### config.mk
export PLATFORM = sky130hd
export DESIGN_NAME = flash_rww_ctrl
export DESIGN_NICKNAME = d
export VERILOG_FILES = /design/src/rtl/flash_rww_pkg.sv /design/src/rtl/region_if.sv /design/src/rtl/region_decode.sv /design/src/rtl/flash_rww_ctrl.sv
export SDC_FILE = /design/constraint.sdc
export NUM_CORES = 1
export LEC_CHECK = 0
export BUFFER_PORTS_ARGS = -buffer_cell sky130_fd_sc_hd__buf_2
export CAP_MARGIN = 20
export CORE_MARGIN = 3
export CORE_UTILIZATION = 48
export DETAILED_ROUTE_END_ITERATION = 10
export PLACE_DENSITY = 0.79
export SLEW_MARGIN = 20
export SYNTH_ARGS = -nofsm -noshare
export SYNTH_HDL_FRONTEND = slang
export SYNTH_SLANG_ARGS = --single-unit
export TNS_END_PERCENT = 20
### constraint.sdc
create_clock -name mclk -period 2.4 [get_ports mclk]
set_input_delay 0.48 -clock mclk [delete_from_list [all_inputs] [get_ports mclk]]
set_output_delay 0.48 -clock mclk [all_outputs]
set_load 0.02 [all_outputs]
### src/rtl/flash_rww_pkg.sv
/*
 Constants for the self-programming access control of the on-chip program
 flash: word address layout, fixed read-while-write split, loader sizes,
 protection bit coding and programming duration.
 Assumes a word-addressed flash of 8K words, paged for erase and write only.
*/
package flash_rww_pkg;
	localparam int          ADDR_W         = 13;
	localparam int          PAGE_W         = 6;       // Words per page, as address bits
	localparam int          CNT_W          = 16;
	// Fixed split: everything from here upward never allows read-while-write
	localparam logic [12:0] NO_READ_WHILE_WRITE_REGION_START     = 13'h1C00;
	// Loader start address for each of the four loader size fuse codes
	localparam logic [12:0] LOADER_START_0 = 13'h1C00;
	localparam logic [12:0] LOADER_START_1 = 13'h1E00;
	localparam logic [12:0] LOADER_START_2 = 13'h1F00;
	localparam logic [12:0] LOADER_START_3 = 13'h1F80;
	// Protection pair: bit 0 programmed (low) forbids writes to the section
	localparam logic [1:0]  LOCK_ERASED    = 2'h3;
	localparam int          LOCK_WR_BIT    = 0;
	// Page erase or page write duration in clock cycles
	localparam logic [15:0] PROG_CYCLES    = 16'h00C8;
	// Store-program command codes
	localparam logic [1:0]  OP_ERASE       = 2'h0;
	localparam logic [1:0]  OP_WRITE       = 2'h1;
	localparam logic [1:0]  OP_LOCK        = 2'h2;
	localparam logic [1:0]  OP_REENABLE    = 2'h3;
	// Control and status bit positions
	localparam int          ST_BUSY_BIT    = 6;
	localparam int          ST_REEN_BIT    = 4;
	localparam int          ST_LOCK_BIT    = 3;
	localparam int          ST_WRITE_BIT   = 2;
	localparam int          ST_ERASE_BIT   = 1;
	localparam int          ST_ACTIVE_BIT  = 0;

	typedef enum logic [2:0] {
		ST_IDLE      = 3'h1,
		ST_PROG_RWW  = 3'h2,
		ST_PROG_NO_READ_WHILE_WRITE_REGION = 3'h4
	} prog_state_e;
endpackage

### src/rtl/region_if.sv
/*
 Carrier between the access controller and its address decoder.
 Assumes the controller drives the addresses and the fuse code.
*/
`timescale 1ns/10ps
interface region_if;
	import flash_rww_pkg::*;
	logic [ADDR_W-1:0] pc_addr;
	logic [ADDR_W-1:0] tgt_addr;
	logic [ADDR_W-1:0] fetch_addr;
	logic [1:0]        size_fuse;
	logic              pc_in_loader;
	logic              tgt_in_loader;
	logic              tgt_in_rww;
	logic              fetch_in_rww;
	modport dec (input pc_addr, tgt_addr, fetch_addr, size_fuse,
		output pc_in_loader, tgt_in_loader, tgt_in_rww, fetch_in_rww);
	modport ctl (output pc_addr, tgt_addr, fetch_addr, size_fuse,
		input pc_in_loader, tgt_in_loader, tgt_in_rww, fetch_in_rww);
endinterface

### src/rtl/region_decode.sv
/*
 Address decoder: loader section from the size fuses, fixed region split.
 Assumes purely combinational use by the access controller.
*/
`timescale 1ns/10ps
module region_decode (
	// Decoder side of the carrier
	region_if.dec rif
);
	import flash_rww_pkg::*;

	logic [ADDR_W-1:0] loader_start;

	// Loader boundary comes only from the fuse field, never from run-time state
	assign loader_start = (rif.size_fuse == 2'h0) ? LOADER_START_0 :
		(rif.size_fuse == 2'h1) ? LOADER_START_1 :
		(rif.size_fuse == 2'h2) ? LOADER_START_2 : LOADER_START_3;
	assign rif.pc_in_loader  = rif.pc_addr >= loader_start;
	assign rif.tgt_in_loader = rif.tgt_addr >= loader_start;
	// Fixed split; every loader start sits at or above it
	assign rif.tgt_in_rww    = rif.tgt_addr < NO_READ_WHILE_WRITE_REGION_START;
	assign rif.fetch_in_rww  = rif.fetch_addr < NO_READ_WHILE_WRITE_REGION_START;
endmodule // region_decode

### src/rtl/flash_rww_ctrl.sv
/*
 Self-programming access control for the program flash: starts page erase
 and write from the loader only, applies per-section protection, halts the
 core or blocks read-while-write region fetches, keeps the region-busy flag.
 Assumes a core that presents fetches and store-program requests on mclk,
 and a flash macro that accepts one start pulse per page operation.
*/
// Operation
// - Store-program starts erase or write only when executed from the loader section
// - Loader store-program may target any page, loader section included
// - Application/loader boundary comes from the loader size fuses only
// - Application and loader sections obey separate protection bit pairs
// - Fixed read-while-write and no-read-while-write regions split by address
// - Programming the read-while-write region keeps core running, serves other region
// - Programming the no-read-while-write region halts the core, nothing readable
// - Read-while-write region never returns code during loader programming
// - Loader section always lies inside the no-read-while-write region
// - Region-busy flag reads one while read-while-write region is blocked
// - Busy flag stays set after programming until software clears it
// - Halt or not is chosen by the target address, not the read address
// - Page grouping affects erase and write only, never fetches
// - Region-busy flag is read-only bit 6 of the control and status byte
// - Protection bits set by software or programmer, cleared by chip erase or reset only
`timescale 1ns/10ps
module flash_rww_ctrl (
	// Clock, reset, enable
	input  wire logic                          mclk,
	input  wire logic                          srst,
	input  wire logic                          ce,
	// Fuses
	input  wire logic [1:0]                    loader_size_fuses,
	// Core fetch port
	input  wire logic                          fetch_req,
	input  wire logic [flash_rww_pkg::ADDR_W-1:0] fetch_addr,
	output logic                               fetch_grant,
	output logic                               core_halt,
	// Core store-program request
	input  wire logic                          store_program_instruction,
	input  wire logic [1:0]                    store_op,
	input  wire logic [flash_rww_pkg::ADDR_W-1:0] store_pc,
	input  wire logic [flash_rww_pkg::ADDR_W-1:0] store_addr,
	input  wire logic [3:0]                    store_lock_val,
	// External programming interface
	input  wire logic                          ext_lock_set,
	input  wire logic [3:0]                    ext_lock_val,
	input  wire logic                          chip_erase,
	// Flash macro command
	output logic                               flash_start,
	output logic                               flash_erase,
	output logic [flash_rww_pkg::ADDR_W-flash_rww_pkg::PAGE_W-1:0] flash_page,
	// Status
	output logic                               region_busy_flag,
	output logic [7:0]                         store_program_ctrl_status,
	output logic [3:0]                         lock_bits
);
	import flash_rww_pkg::*;

	region_if rif ();

	prog_state_e       state_reg, state_next;
	logic [CNT_W-1:0]  cnt_reg;
	logic              busy_reg;
	logic [1:0]        app_lock_reg;
	logic [1:0]        ldr_lock_reg;
	logic              start_reg;
	logic              erase_reg;
	logic [ADDR_W-PAGE_W-1:0] page_reg;
	logic [1:0]        last_op_reg;

	wire idle      = state_reg == ST_IDLE;
	wire req       = ce & store_program_instruction & idle;
	wire from_ldr  = rif.pc_in_loader;
	wire is_prog   = (store_op == OP_ERASE) | (store_op == OP_WRITE);
	wire tgt_open  = rif.tgt_in_loader ? ldr_lock_reg[LOCK_WR_BIT]
		: app_lock_reg[LOCK_WR_BIT];
	wire go_prog   = req & from_ldr & is_prog & tgt_open;
	wire go_lock   = req & from_ldr & (store_op == OP_LOCK);
	wire go_reen   = req & from_ldr & (store_op == OP_REENABLE);
	wire cnt_done  = cnt_reg == PROG_CYCLES - 16'h0001;
	wire in_prog   = ~idle;

	// Decoder hookup
	assign rif.pc_addr    = store_pc;
	assign rif.tgt_addr   = store_addr;
	assign rif.fetch_addr = fetch_addr;
	assign rif.size_fuse  = loader_size_fuses;

	region_decode i_region_decode (
		.rif (rif.dec)
	);

	// Next state: region choice from the target address only
	always_comb begin
		state_next = state_reg;
		unique case (state_reg)
			ST_IDLE: begin
				if (go_prog)
					state_next = rif.tgt_in_rww ? ST_PROG_RWW : ST_PROG_NO_READ_WHILE_WRITE_REGION;
			end
			ST_PROG_RWW: begin
				if (cnt_done)
					state_next = ST_IDLE;
			end
			ST_PROG_NO_READ_WHILE_WRITE_REGION: begin
				if (cnt_done)
					state_next = ST_IDLE;
			end
			default: state_next = ST_IDLE;
		endcase
	end

	// State and duration counter
	always_ff @(posedge mclk) begin
		if (srst) begin
			state_reg <= ST_IDLE;
			cnt_reg   <= '0;
		end else if (ce) begin
			state_reg <= state_next;
			cnt_reg   <= (in_prog & ~cnt_done) ? cnt_reg + 16'h0001 : '0;
		end
	end

	// Busy flag: a new start wins over a re-enable in the same cycle
	always_ff @(posedge mclk) begin
		if (srst)
			busy_reg <= 1'b0;
		else if (ce) begin
			if (go_prog)
				busy_reg <= 1'b1;
			else if (go_reen)
				busy_reg <= 1'b0;
		end
	end

	// Protection pairs only move toward programmed except on chip erase or reset
	always_ff @(posedge mclk) begin
		if (srst) begin
			app_lock_reg <= LOCK_ERASED;
			ldr_lock_reg <= LOCK_ERASED;
		end else if (ce) begin
			if (chip_erase) begin
				app_lock_reg <= LOCK_ERASED;
				ldr_lock_reg <= LOCK_ERASED;
			end else if (go_lock) begin
				app_lock_reg <= app_lock_reg & store_lock_val[1:0];
				ldr_lock_reg <= ldr_lock_reg & store_lock_val[3:2];
			end else if (ext_lock_set) begin
				app_lock_reg <= app_lock_reg & ext_lock_val[1:0];
				ldr_lock_reg <= ldr_lock_reg & ext_lock_val[3:2];
			end
		end
	end

	// Flash command; the page field drops the in-page word bits
	always_ff @(posedge mclk) begin
		if (srst) begin
			start_reg   <= 1'b0;
			erase_reg   <= 1'b0;
			page_reg    <= '0;
			last_op_reg <= OP_ERASE;
		end else if (ce) begin
			start_reg <= go_prog;
			if (go_prog) begin
				erase_reg   <= store_op == OP_ERASE;
				page_reg    <= store_addr[ADDR_W-1:PAGE_W];
				last_op_reg <= store_op;
			end
		end
	end

	// Fetch path ignores pages; it only looks at region and busy state
	assign core_halt   = state_reg == ST_PROG_NO_READ_WHILE_WRITE_REGION;
	assign fetch_grant = fetch_req & ~core_halt
		& ~(busy_reg & rif.fetch_in_rww);

	assign flash_start      = start_reg;
	assign flash_erase      = erase_reg;
	assign flash_page       = page_reg;
	assign region_busy_flag = busy_reg;
	assign lock_bits        = {ldr_lock_reg, app_lock_reg};

	// Status byte, busy bit read-only
	always_comb begin
		store_program_ctrl_status                = 8'h00;
		store_program_ctrl_status[ST_BUSY_BIT]   = busy_reg;
		store_program_ctrl_status[ST_ACTIVE_BIT] = in_prog;
		store_program_ctrl_status[ST_ERASE_BIT]  = in_prog & (last_op_reg == OP_ERASE);
		store_program_ctrl_status[ST_WRITE_BIT]  = in_prog & (last_op_reg == OP_WRITE);
	end

	// Checks
	a_app_no_start: assert property (@(posedge mclk) disable iff (srst)
		(ce & store_program_instruction & ~rif.pc_in_loader) |=> ~flash_start)
		else $error("store from application section started flash");
	a_ldr_start: assert property (@(posedge mclk) disable iff (srst)
		(req & rif.pc_in_loader & is_prog & tgt_open) |=> flash_start)
		else $error("loader store did not start flash");
	a_lock_block: assert property (@(posedge mclk) disable iff (srst)
		(req & ~tgt_open) |=> ~flash_start)
		else $error("protected section was programmed");
	a_no_read_while_write_region_halt: assert property (@(posedge mclk) disable iff (srst)
		(go_prog & ~rif.tgt_in_rww) |=> (core_halt & ~fetch_grant) [*8])
		else $error("core not halted for no-rww programming");
	a_rww_run: assert property (@(posedge mclk) disable iff (srst)
		(go_prog & rif.tgt_in_rww) |=> ~core_halt)
		else $error("core halted for rww programming");
	a_rww_blocked: assert property (@(posedge mclk) disable iff (srst)
		(busy_reg & rif.fetch_in_rww) |-> ~fetch_grant)
		else $error("rww code returned while busy");
	a_busy_hold: assert property (@(posedge mclk) disable iff (srst)
		(busy_reg & ce & ~go_reen) |=> busy_reg)
		else $error("busy flag dropped without clear");
	a_busy_set: assert property (@(posedge mclk) disable iff (srst)
		go_prog |=> region_busy_flag & store_program_ctrl_status[ST_BUSY_BIT])
		else $error("busy flag not set on start");
	a_halt_end: assert property (@(posedge mclk) disable iff (srst)
		(core_halt & ce & cnt_done) |=> ~core_halt)
		else $error("core not released after programming");
	a_ldr_no_read_while_write_region: assert property (@(posedge mclk) disable iff (srst)
		rif.pc_in_loader |-> (store_pc >= NO_READ_WHILE_WRITE_REGION_START))
		else $error("loader section outside no-rww region");

	c_rww_prog: cover property (@(posedge mclk) go_prog & rif.tgt_in_rww);
	c_no_read_while_write_region_prog: cover property (@(posedge mclk) go_prog & ~rif.tgt_in_rww);
	c_reenable: cover property (@(posedge mclk) busy_reg & go_reen);
	c_lock_set: cover property (@(posedge mclk) go_lock);
endmodule // flash_rww_ctrl

==> results of run 1 <==
[Yosys cell counts, drive strengths merged, types with 2 or more instances]
cell,count,area share
a2111oi,2,0.022
a211oi,2,0.010
a21o,2,0.0076
a21oi,2,0.0051
a31o,4,0.018
and3,4,0.013
buf,8,0.032
clkbuf,4,0.0076
dfxtp,35,0.35
ha,5,0.032
inv,10,0.019
mux2i,9,0.046
nand2,7,0.013
nand2b,17,0.054
nand3,7,0.018
nand3b,4,0.015
nand4,7,0.030
nor2,20,0.038
nor3,4,0.010
nor3b,7,0.037
nor4,4,0.023
nor4b,2,0.012
o211a,2,0.010
o21a,4,0.016
o21ai,3,0.0076
or3,4,0.013
xnor2,6,0.027
xor2,10,0.044
[placed cells by master, fill, tap and decap left out, drive strengths merged, types with 2 or more instances in the layout]
master   count
o21ai        3
conb         4
nand4        7
or3          4
buf         75
clkbuf       6
nand2b      17
a21o         2
nor4         4
a2111oi      2
mux2i        9
and3         4
nor3         4
o21a         4
ha           5
inv         10
nor2        20
xor2        10
xnor2        6
nand3b       4
nor3b        7
nand2        7
a31o         4
nand3        7
dfxtp       35
o211a        2
a211oi       2
nor4b        2
a21oi        2
[worst reg2reg max path: cells and delay by family, from the launching register on]
kind / cells / cell delay (ns)
compound gates: 3 / 0.98
flops: 1 / 0.37
simple gates: 2 / 0.49
[stage by stage]
step           setup WS [ns]  setup TNS [ns]  utilization
3_5_place_dp        -0.01704        -0.01892       0.6222
6_report              0.3014               0       0.6453
5_1_grt               0.1827               0       0.6453
2_1_floorplan         0.1925               0            -
3_3_place_gp         0.02896               0       0.6222
4_1_cts               0.2807               0       0.6453
[worst paths after layout]
path	startpoint	to	slack, ns
worst min register to register	flash_start	flash_start	0.47
worst max-delay path	loader_size_fuses[1]	flash_erase	0.30
worst max register to register	state_reg[2]	app_lock_reg[1]	0.46
worst min-delay path	store_addr[11]	flash_page[5]	0.47
[layer usage]
layer  up-vias  GRT usage
li1        865          -
met1       778     0.2293
met2        59     0.3116
met3         8    0.06043
met4         0    0.05745
met5         -          0
[cells by family (layout without fill, tap and decap cells)]
family / count (synthesis) / in the layout / synth area share
xor gates and xnor gates: 16 / 16 / 0.07093
and+or+nand+nor: 91 / 91 / 0.2920
muxes: 10 / 10 / 0.05130
DFF: 35 / 35 / 0.3547
buffers and inverters: 22 / 92 / 0.05890
other: 1 / 4 / 0.001898
AOI/OAI and AO/OA: 27 / 27 / 0.1387
adders and majority gates: 5 / 5 / 0.03167
[cell type report]
type	count	area share
inverters	10	0.01531
well taps	48	0.02450
repair buffers	75	0.1613
clock inverters	1	0.002042
multi-input cells	153	0.4773
clock buffers	6	0.03369
flip-flops and latches	35	0.2859
[power by group through the flow]
stage          clock network [mW]  logic [mW]  registers [mW]
3_5_place_dp                    0       0.154           0.604
3_3_place_gp                    0       0.150           0.604
4_1_cts                     0.440       0.155           0.591
2_1_floorplan                   0      0.0817           0.608
5_1_grt                     0.465       0.169           0.591
6_report                    0.432       0.153           0.591
==> flow_summary.toml, run 1 <==
[run_status]
outcome = "finished, final reports clean"

[power]
ir_worst_vdd_mv = 0.3361
power_mw = 1.176
power.leakage_nw = 1.045
power_density_mw_per_mm2 = 479.6
power_report.internal_total_uw = 884.1
net_switching_power_uw = 291.5
p_clk_frac = 0.367
power_frac_comb = 0.130
p_seq_frac = 0.503
sw_frac_of_total = 0.2480

[place]
placed_cells_incl_taps = 321
count_of_input_and_output_buffers = 67
post_dp_cell_area_mm2 = 0.002364
gp_congestion = 0.8253
dp_hpwl_mm = 3.345

[synthesis]
seq_cells_post_synth = 35
syn_area_mm2 = 0.001976
yosys_cell_types = 51
syn-instance-count = 207
synth-async-reset-ratio = 0
yosysSeqAreaShare = 0.3547
synthFlopType = "sky130_fd_sc_hd__dfxtp_1"
postSynthAreaPerCell_um2 = 9.544
synth-edff-count = 0
synth_warnings = 0

[timing]
min_period_over_period = 0.8744
finalHoldViolCount = 0
finalCriticalPeriod_ns = 2.099
rsz0062_at_grt = "no"
report.final.setup_viol = 0
max_freq_mhz = 476.5
hold-worst-slack_ns = 0.4701
worst_clock_skew_ns = 0.005248
maxSlewViolCount = 0

[critical_path]
critical_path_depth = 8
setup.worst_path.class = "primary input to flop"
cp-end-kind = "flop"
critPathLaunchType = "primary input"
cp_num_buf_inv = 1
slowest_delay_ns = 0.41
master_of_the_slowest_instance_on_the_critical_path = "sky130_fd_sc_hd__a2111oi_2"
timing.reg2reg.worst_path_depth = 5
timing.critical_path.fanout_max = 4
worst_ep_arrival_time_ns = 2.27
cp_top_family = "compound AO/OA/AOI/OAI gates"
path_cells = "buf_2 > and2_1 > ha_1 > nor4b_2 > a2111oi_2 > nor3b_1 > o21a_2 > mux2_1"
cp_data_required_time_ns = 2.58

[global_route]
globalRouteTotalUtil = 0.1874
grt_antenna_before_repair = 0
grt_pass1_vias = 1668
grt_max_degree = 25
grt_first_pass_wirelength_mm = 7.521
grt_overflow = 0

[clock_network]
cts.clk_slew.worst_paths_ns = 0.07
htree_levels = 2
cts.path.max_buffers = 2
cts-buffers-inserted = 5
post_cts.repair.setup_buffers = 0
post_cts_resized = 0
cts_sinks = 35
postCtsHoldBufs = 0
clock_insertion_delay_at_the_later_pin_of_the_skew_report_ns = 0.29
clk_root_buffer_cell = "sky130_fd_sc_hd__clkbuf_8"
cts_tree = "built"

[drt]
max_layer_used = "met4"
routed_length_on_met1_mm = 1.890
route.vias.total = 1710
detail_route.wl_per_cell_um = 13.25
routed-wl-met3_um = 369
drt_pass1_iterations = 4
route.detailed.vias_per_inst = 5.213
remaining_drc_errors = 0
postRouteWirelength_mm = 4.346
wl_met2_mm = 2.022
detailedRoute.firstIterationViolations = 48
antenna_left = 0

[job]
max_cap_viol_count = 0

[final_layout]
multiInputGateArea_mm2 = 0.001170
num_antenna_cells = 0
areaGrowthSynthToFinish_pct = 24.07
drive_above_1_share = 0.3429
num-nets-final = 343
largest_reg_flops = 16
fill_cell_total_of_the_finished_layout = 321
design_area_mm2 = 0.002451
finish.cell_count_without_fillers = 328
seqCellArea_um2 = 700.7

[min_path]
hold_class = "primary input to flop"
hold_path_depth = 3

[floorplan]
die_height_um = 70.16
initial_core_util = 0.5201
io-pin-count = 82
design.die.area_mm2 = 0.004922
die_w_um = 70.16
std_cell_rows = 22
core-area_mm2 = 0.003799
Power figures use the tool's default switching activity.
==> run 2, diff against run 1 <==
--- a/config.mk
+++ b/config.mk
@@ -10,7 +10,7 @@
 export CORE_MARGIN = 3
 export CORE_UTILIZATION = 48
 export DETAILED_ROUTE_END_ITERATION = 10
-export PLACE_DENSITY = 0.79
+export PLACE_DENSITY = 0.82
 export SLEW_MARGIN = 20
 export SYNTH_ARGS = -nofsm -noshare
 export SYNTH_HDL_FRONTEND = slang
==> flow_summary.toml, run 2 (same netlist as run 1, synthesis figures left out) <==
[run_status]
outcome = "finished, final reports clean"

[critical_path]
timing.critical_path.fanout_max = 3
critical_path_depth = 8
master_of_the_slowest_instance_on_the_critical_path = "sky130_fd_sc_hd__a2111oi_2"
cp-end-kind = "flop"
slowest_delay_ns = 0.41
cp_num_buf_inv = 1
timing.critical_path.from = "loader_size_fuses[0]"
critical_path.reg2reg.startpoint = "state_reg[2]"
cp_top_family = "compound AO/OA/AOI/OAI gates"
path_cells = "buf_2 > and2_1 > ha_1 > nor4b_2 > a2111oi_2 > nor3b_1 > o21a_2 > mux2_1"
timing.reg2reg.worst_path_depth = 5
critical_path.endpoint = "flash_erase"
cp_data_required_time_ns = 2.57
critPathLaunchType = "primary input"
worst_ep_arrival_time_ns = 2.25
setup.worst_path.class = "primary input to flop"
reg2reg_to = "app_lock_reg[0]"
rrSetupSlack_ns = 0.49

[drt]
detail_route.wl_per_cell_um = 13.12
postRouteWirelength_mm = 4.317
antenna_left = 0
detailedRoute.firstIterationViolations = 34
drt_pass1_iterations = 5
route.vias.total = 1706
remaining_drc_errors = 0
route.detailed.vias_per_inst = 5.185

[power]
power_density_mw_per_mm2 = 492.8
ir_worst_vdd_mv = 0.4289
power.leakage_nw = 1.050
power_mw = 1.214

[final_layout]
finish.cell_count_without_fillers = 329
utilization = 0.6486
areaGrowthSynthToFinish_pct = 24.70
num-nets-final = 343
largest_reg_flops = 16
final_common_cell = "sky130_fd_sc_hd__buf_2"
drive_above_1_share = 0.3416
num_antenna_cells = 0
design_area_mm2 = 0.002464
mostFrequentLayoutCells = "sky130_fd_sc_hd__buf_2 (67), sky130_fd_sc_hd__dfxtp_1 (35), sky130_fd_sc_hd__nor2_1 (20)"

[clock_network]
cts.path.max_buffers = 2
clk_root_buffer_cell = "sky130_fd_sc_hd__clkbuf_8"
post_cts_resized = 0
post_cts.repair.setup_buffers = 0
cts_tree = "built"
cts_sinks = 35
cts-buffers-inserted = 5
clock_insertion_delay_at_the_later_pin_of_the_skew_report_ns = 0.29
htree_levels = 2
postCtsHoldBufs = 0
cts.clk_slew.worst_paths_ns = 0.07

[floorplan]
io-pin-count = 82
die_w_um = 70.16
die_height_um = 70.16
std_cell_rows = 22
core-area_mm2 = 0.003799
initial_core_util = 0.5201
design.die.area_mm2 = 0.004922

[global_route]
grt_pass1_vias = 1658
globalRouteTotalUtil = 0.1818
grt_max_degree = 25
grt_antenna_before_repair = 0
grt_first_pass_wirelength_mm = 7.286
grt_overflow = 0

[timing]
report.final.setup_viol = 0
min_period_over_period = 0.8677
finalHoldViolCount = 0
maxSlewViolCount = 0
rsz0062_at_grt = "no"
worst_clock_skew_ns = 0.007151
finalCriticalPeriod_ns = 2.082
setup_tns_ns = 0
max_freq_mhz = 480.2

[place]
post_dp_cell_area_mm2 = 0.002364
gp_congestion = 0.8019
count_of_input_and_output_buffers = 67
dp_hpwl_mm = 3.414
placed_cells_incl_taps = 321

[min_path]
hold_class = "primary input to flop"

[job]
max_cap_viol_count = 0
==> run 2: cell count changes in the layout (fill, tap and decap cells not counted) <==
| cell | delta |
|---|---|
| sky130_fd_sc_hd__clkbuf_8 | +1 |
| sky130_fd_sc_hd__clkbuf_1 | +1 |
| sky130_fd_sc_hd__clkinv_2 | -1 |
==> run 2: layout make-up <==
type / instances / area [um2]
Tap cell: 48 / 60.06
Timing Repair Buffer: 75 / 395.4
Inverter: 10 / 37.54
Clock buffer: 8 / 100.1
Multi-Input combinational cell: 153 / 1170
Sequential cell: 35 / 700.7
Fill cell: 334 / 1335
==> run 2: metal layers <==
layer | track usage | routed length, um | share of wire
met5 | 0 | 0 | 0
met4 | 0.06596 | 44 | 0.010
met3 | 0.05324 | 313 | 0.073
met2 | 0.3001 | 1973 | 0.46
met1 | 0.2233 | 1985 | 0.46
==> run 2: how the worst min path moves through the flow <==
| stage | cells after the start | from | endpoint | slack, ns |
|---|---|---|---|---|
| 2_1_floorplan | 2 | last_op_reg[0] | last_op_reg[0] | 0.46 |
| 3_3_place_gp | 1 | app_lock_reg[1] | app_lock_reg[1] | 0.45 |
| 3_5_place_dp | 2 | flash_page[5] | flash_page[5] | 0.46 |
| 4_1_cts | 3 | store_addr[7] | flash_page[1] | 0.46 |
| 5_1_grt | 3 | store_addr[11] | flash_page[5] | 0.47 |
| 6_report | 3 | store_addr[7] | flash_page[1] | 0.46 |
==> run 2: stage by stage <==
step / hold WS, ns / worst slack (ns)
floorplan: 0.4575 / 0.1925
global placement: 0.4531 / 0.03204
detailed placement: 0.4577 / -0.007690
CTS: 0.4585 / 0.2906
global route: 0.4743 / 0.1796
finish: 0.4632 / 0.3175
==> run 2: worst reg2reg max path, stage by stage (launching register included) <==
cell                        delay, ns
sky130_fd_sc_hd__dfxtp_1         0.36
sky130_fd_sc_hd__nor3b_4         0.34
sky130_fd_sc_hd__o2111ai_4       0.20
sky130_fd_sc_hd__a2111oi_4       0.55
sky130_fd_sc_hd__nand3b_1        0.14
sky130_fd_sc_hd__a31o_1          0.22
==> run 2: power breakdown <==
group / total [mW] / internal (mW) / switching, mW
registers: 0.591 / 0.586 / 0.00466
logic: 0.152 / 0.0726 / 0.0796
clock network: 0.471 / 0.262 / 0.209
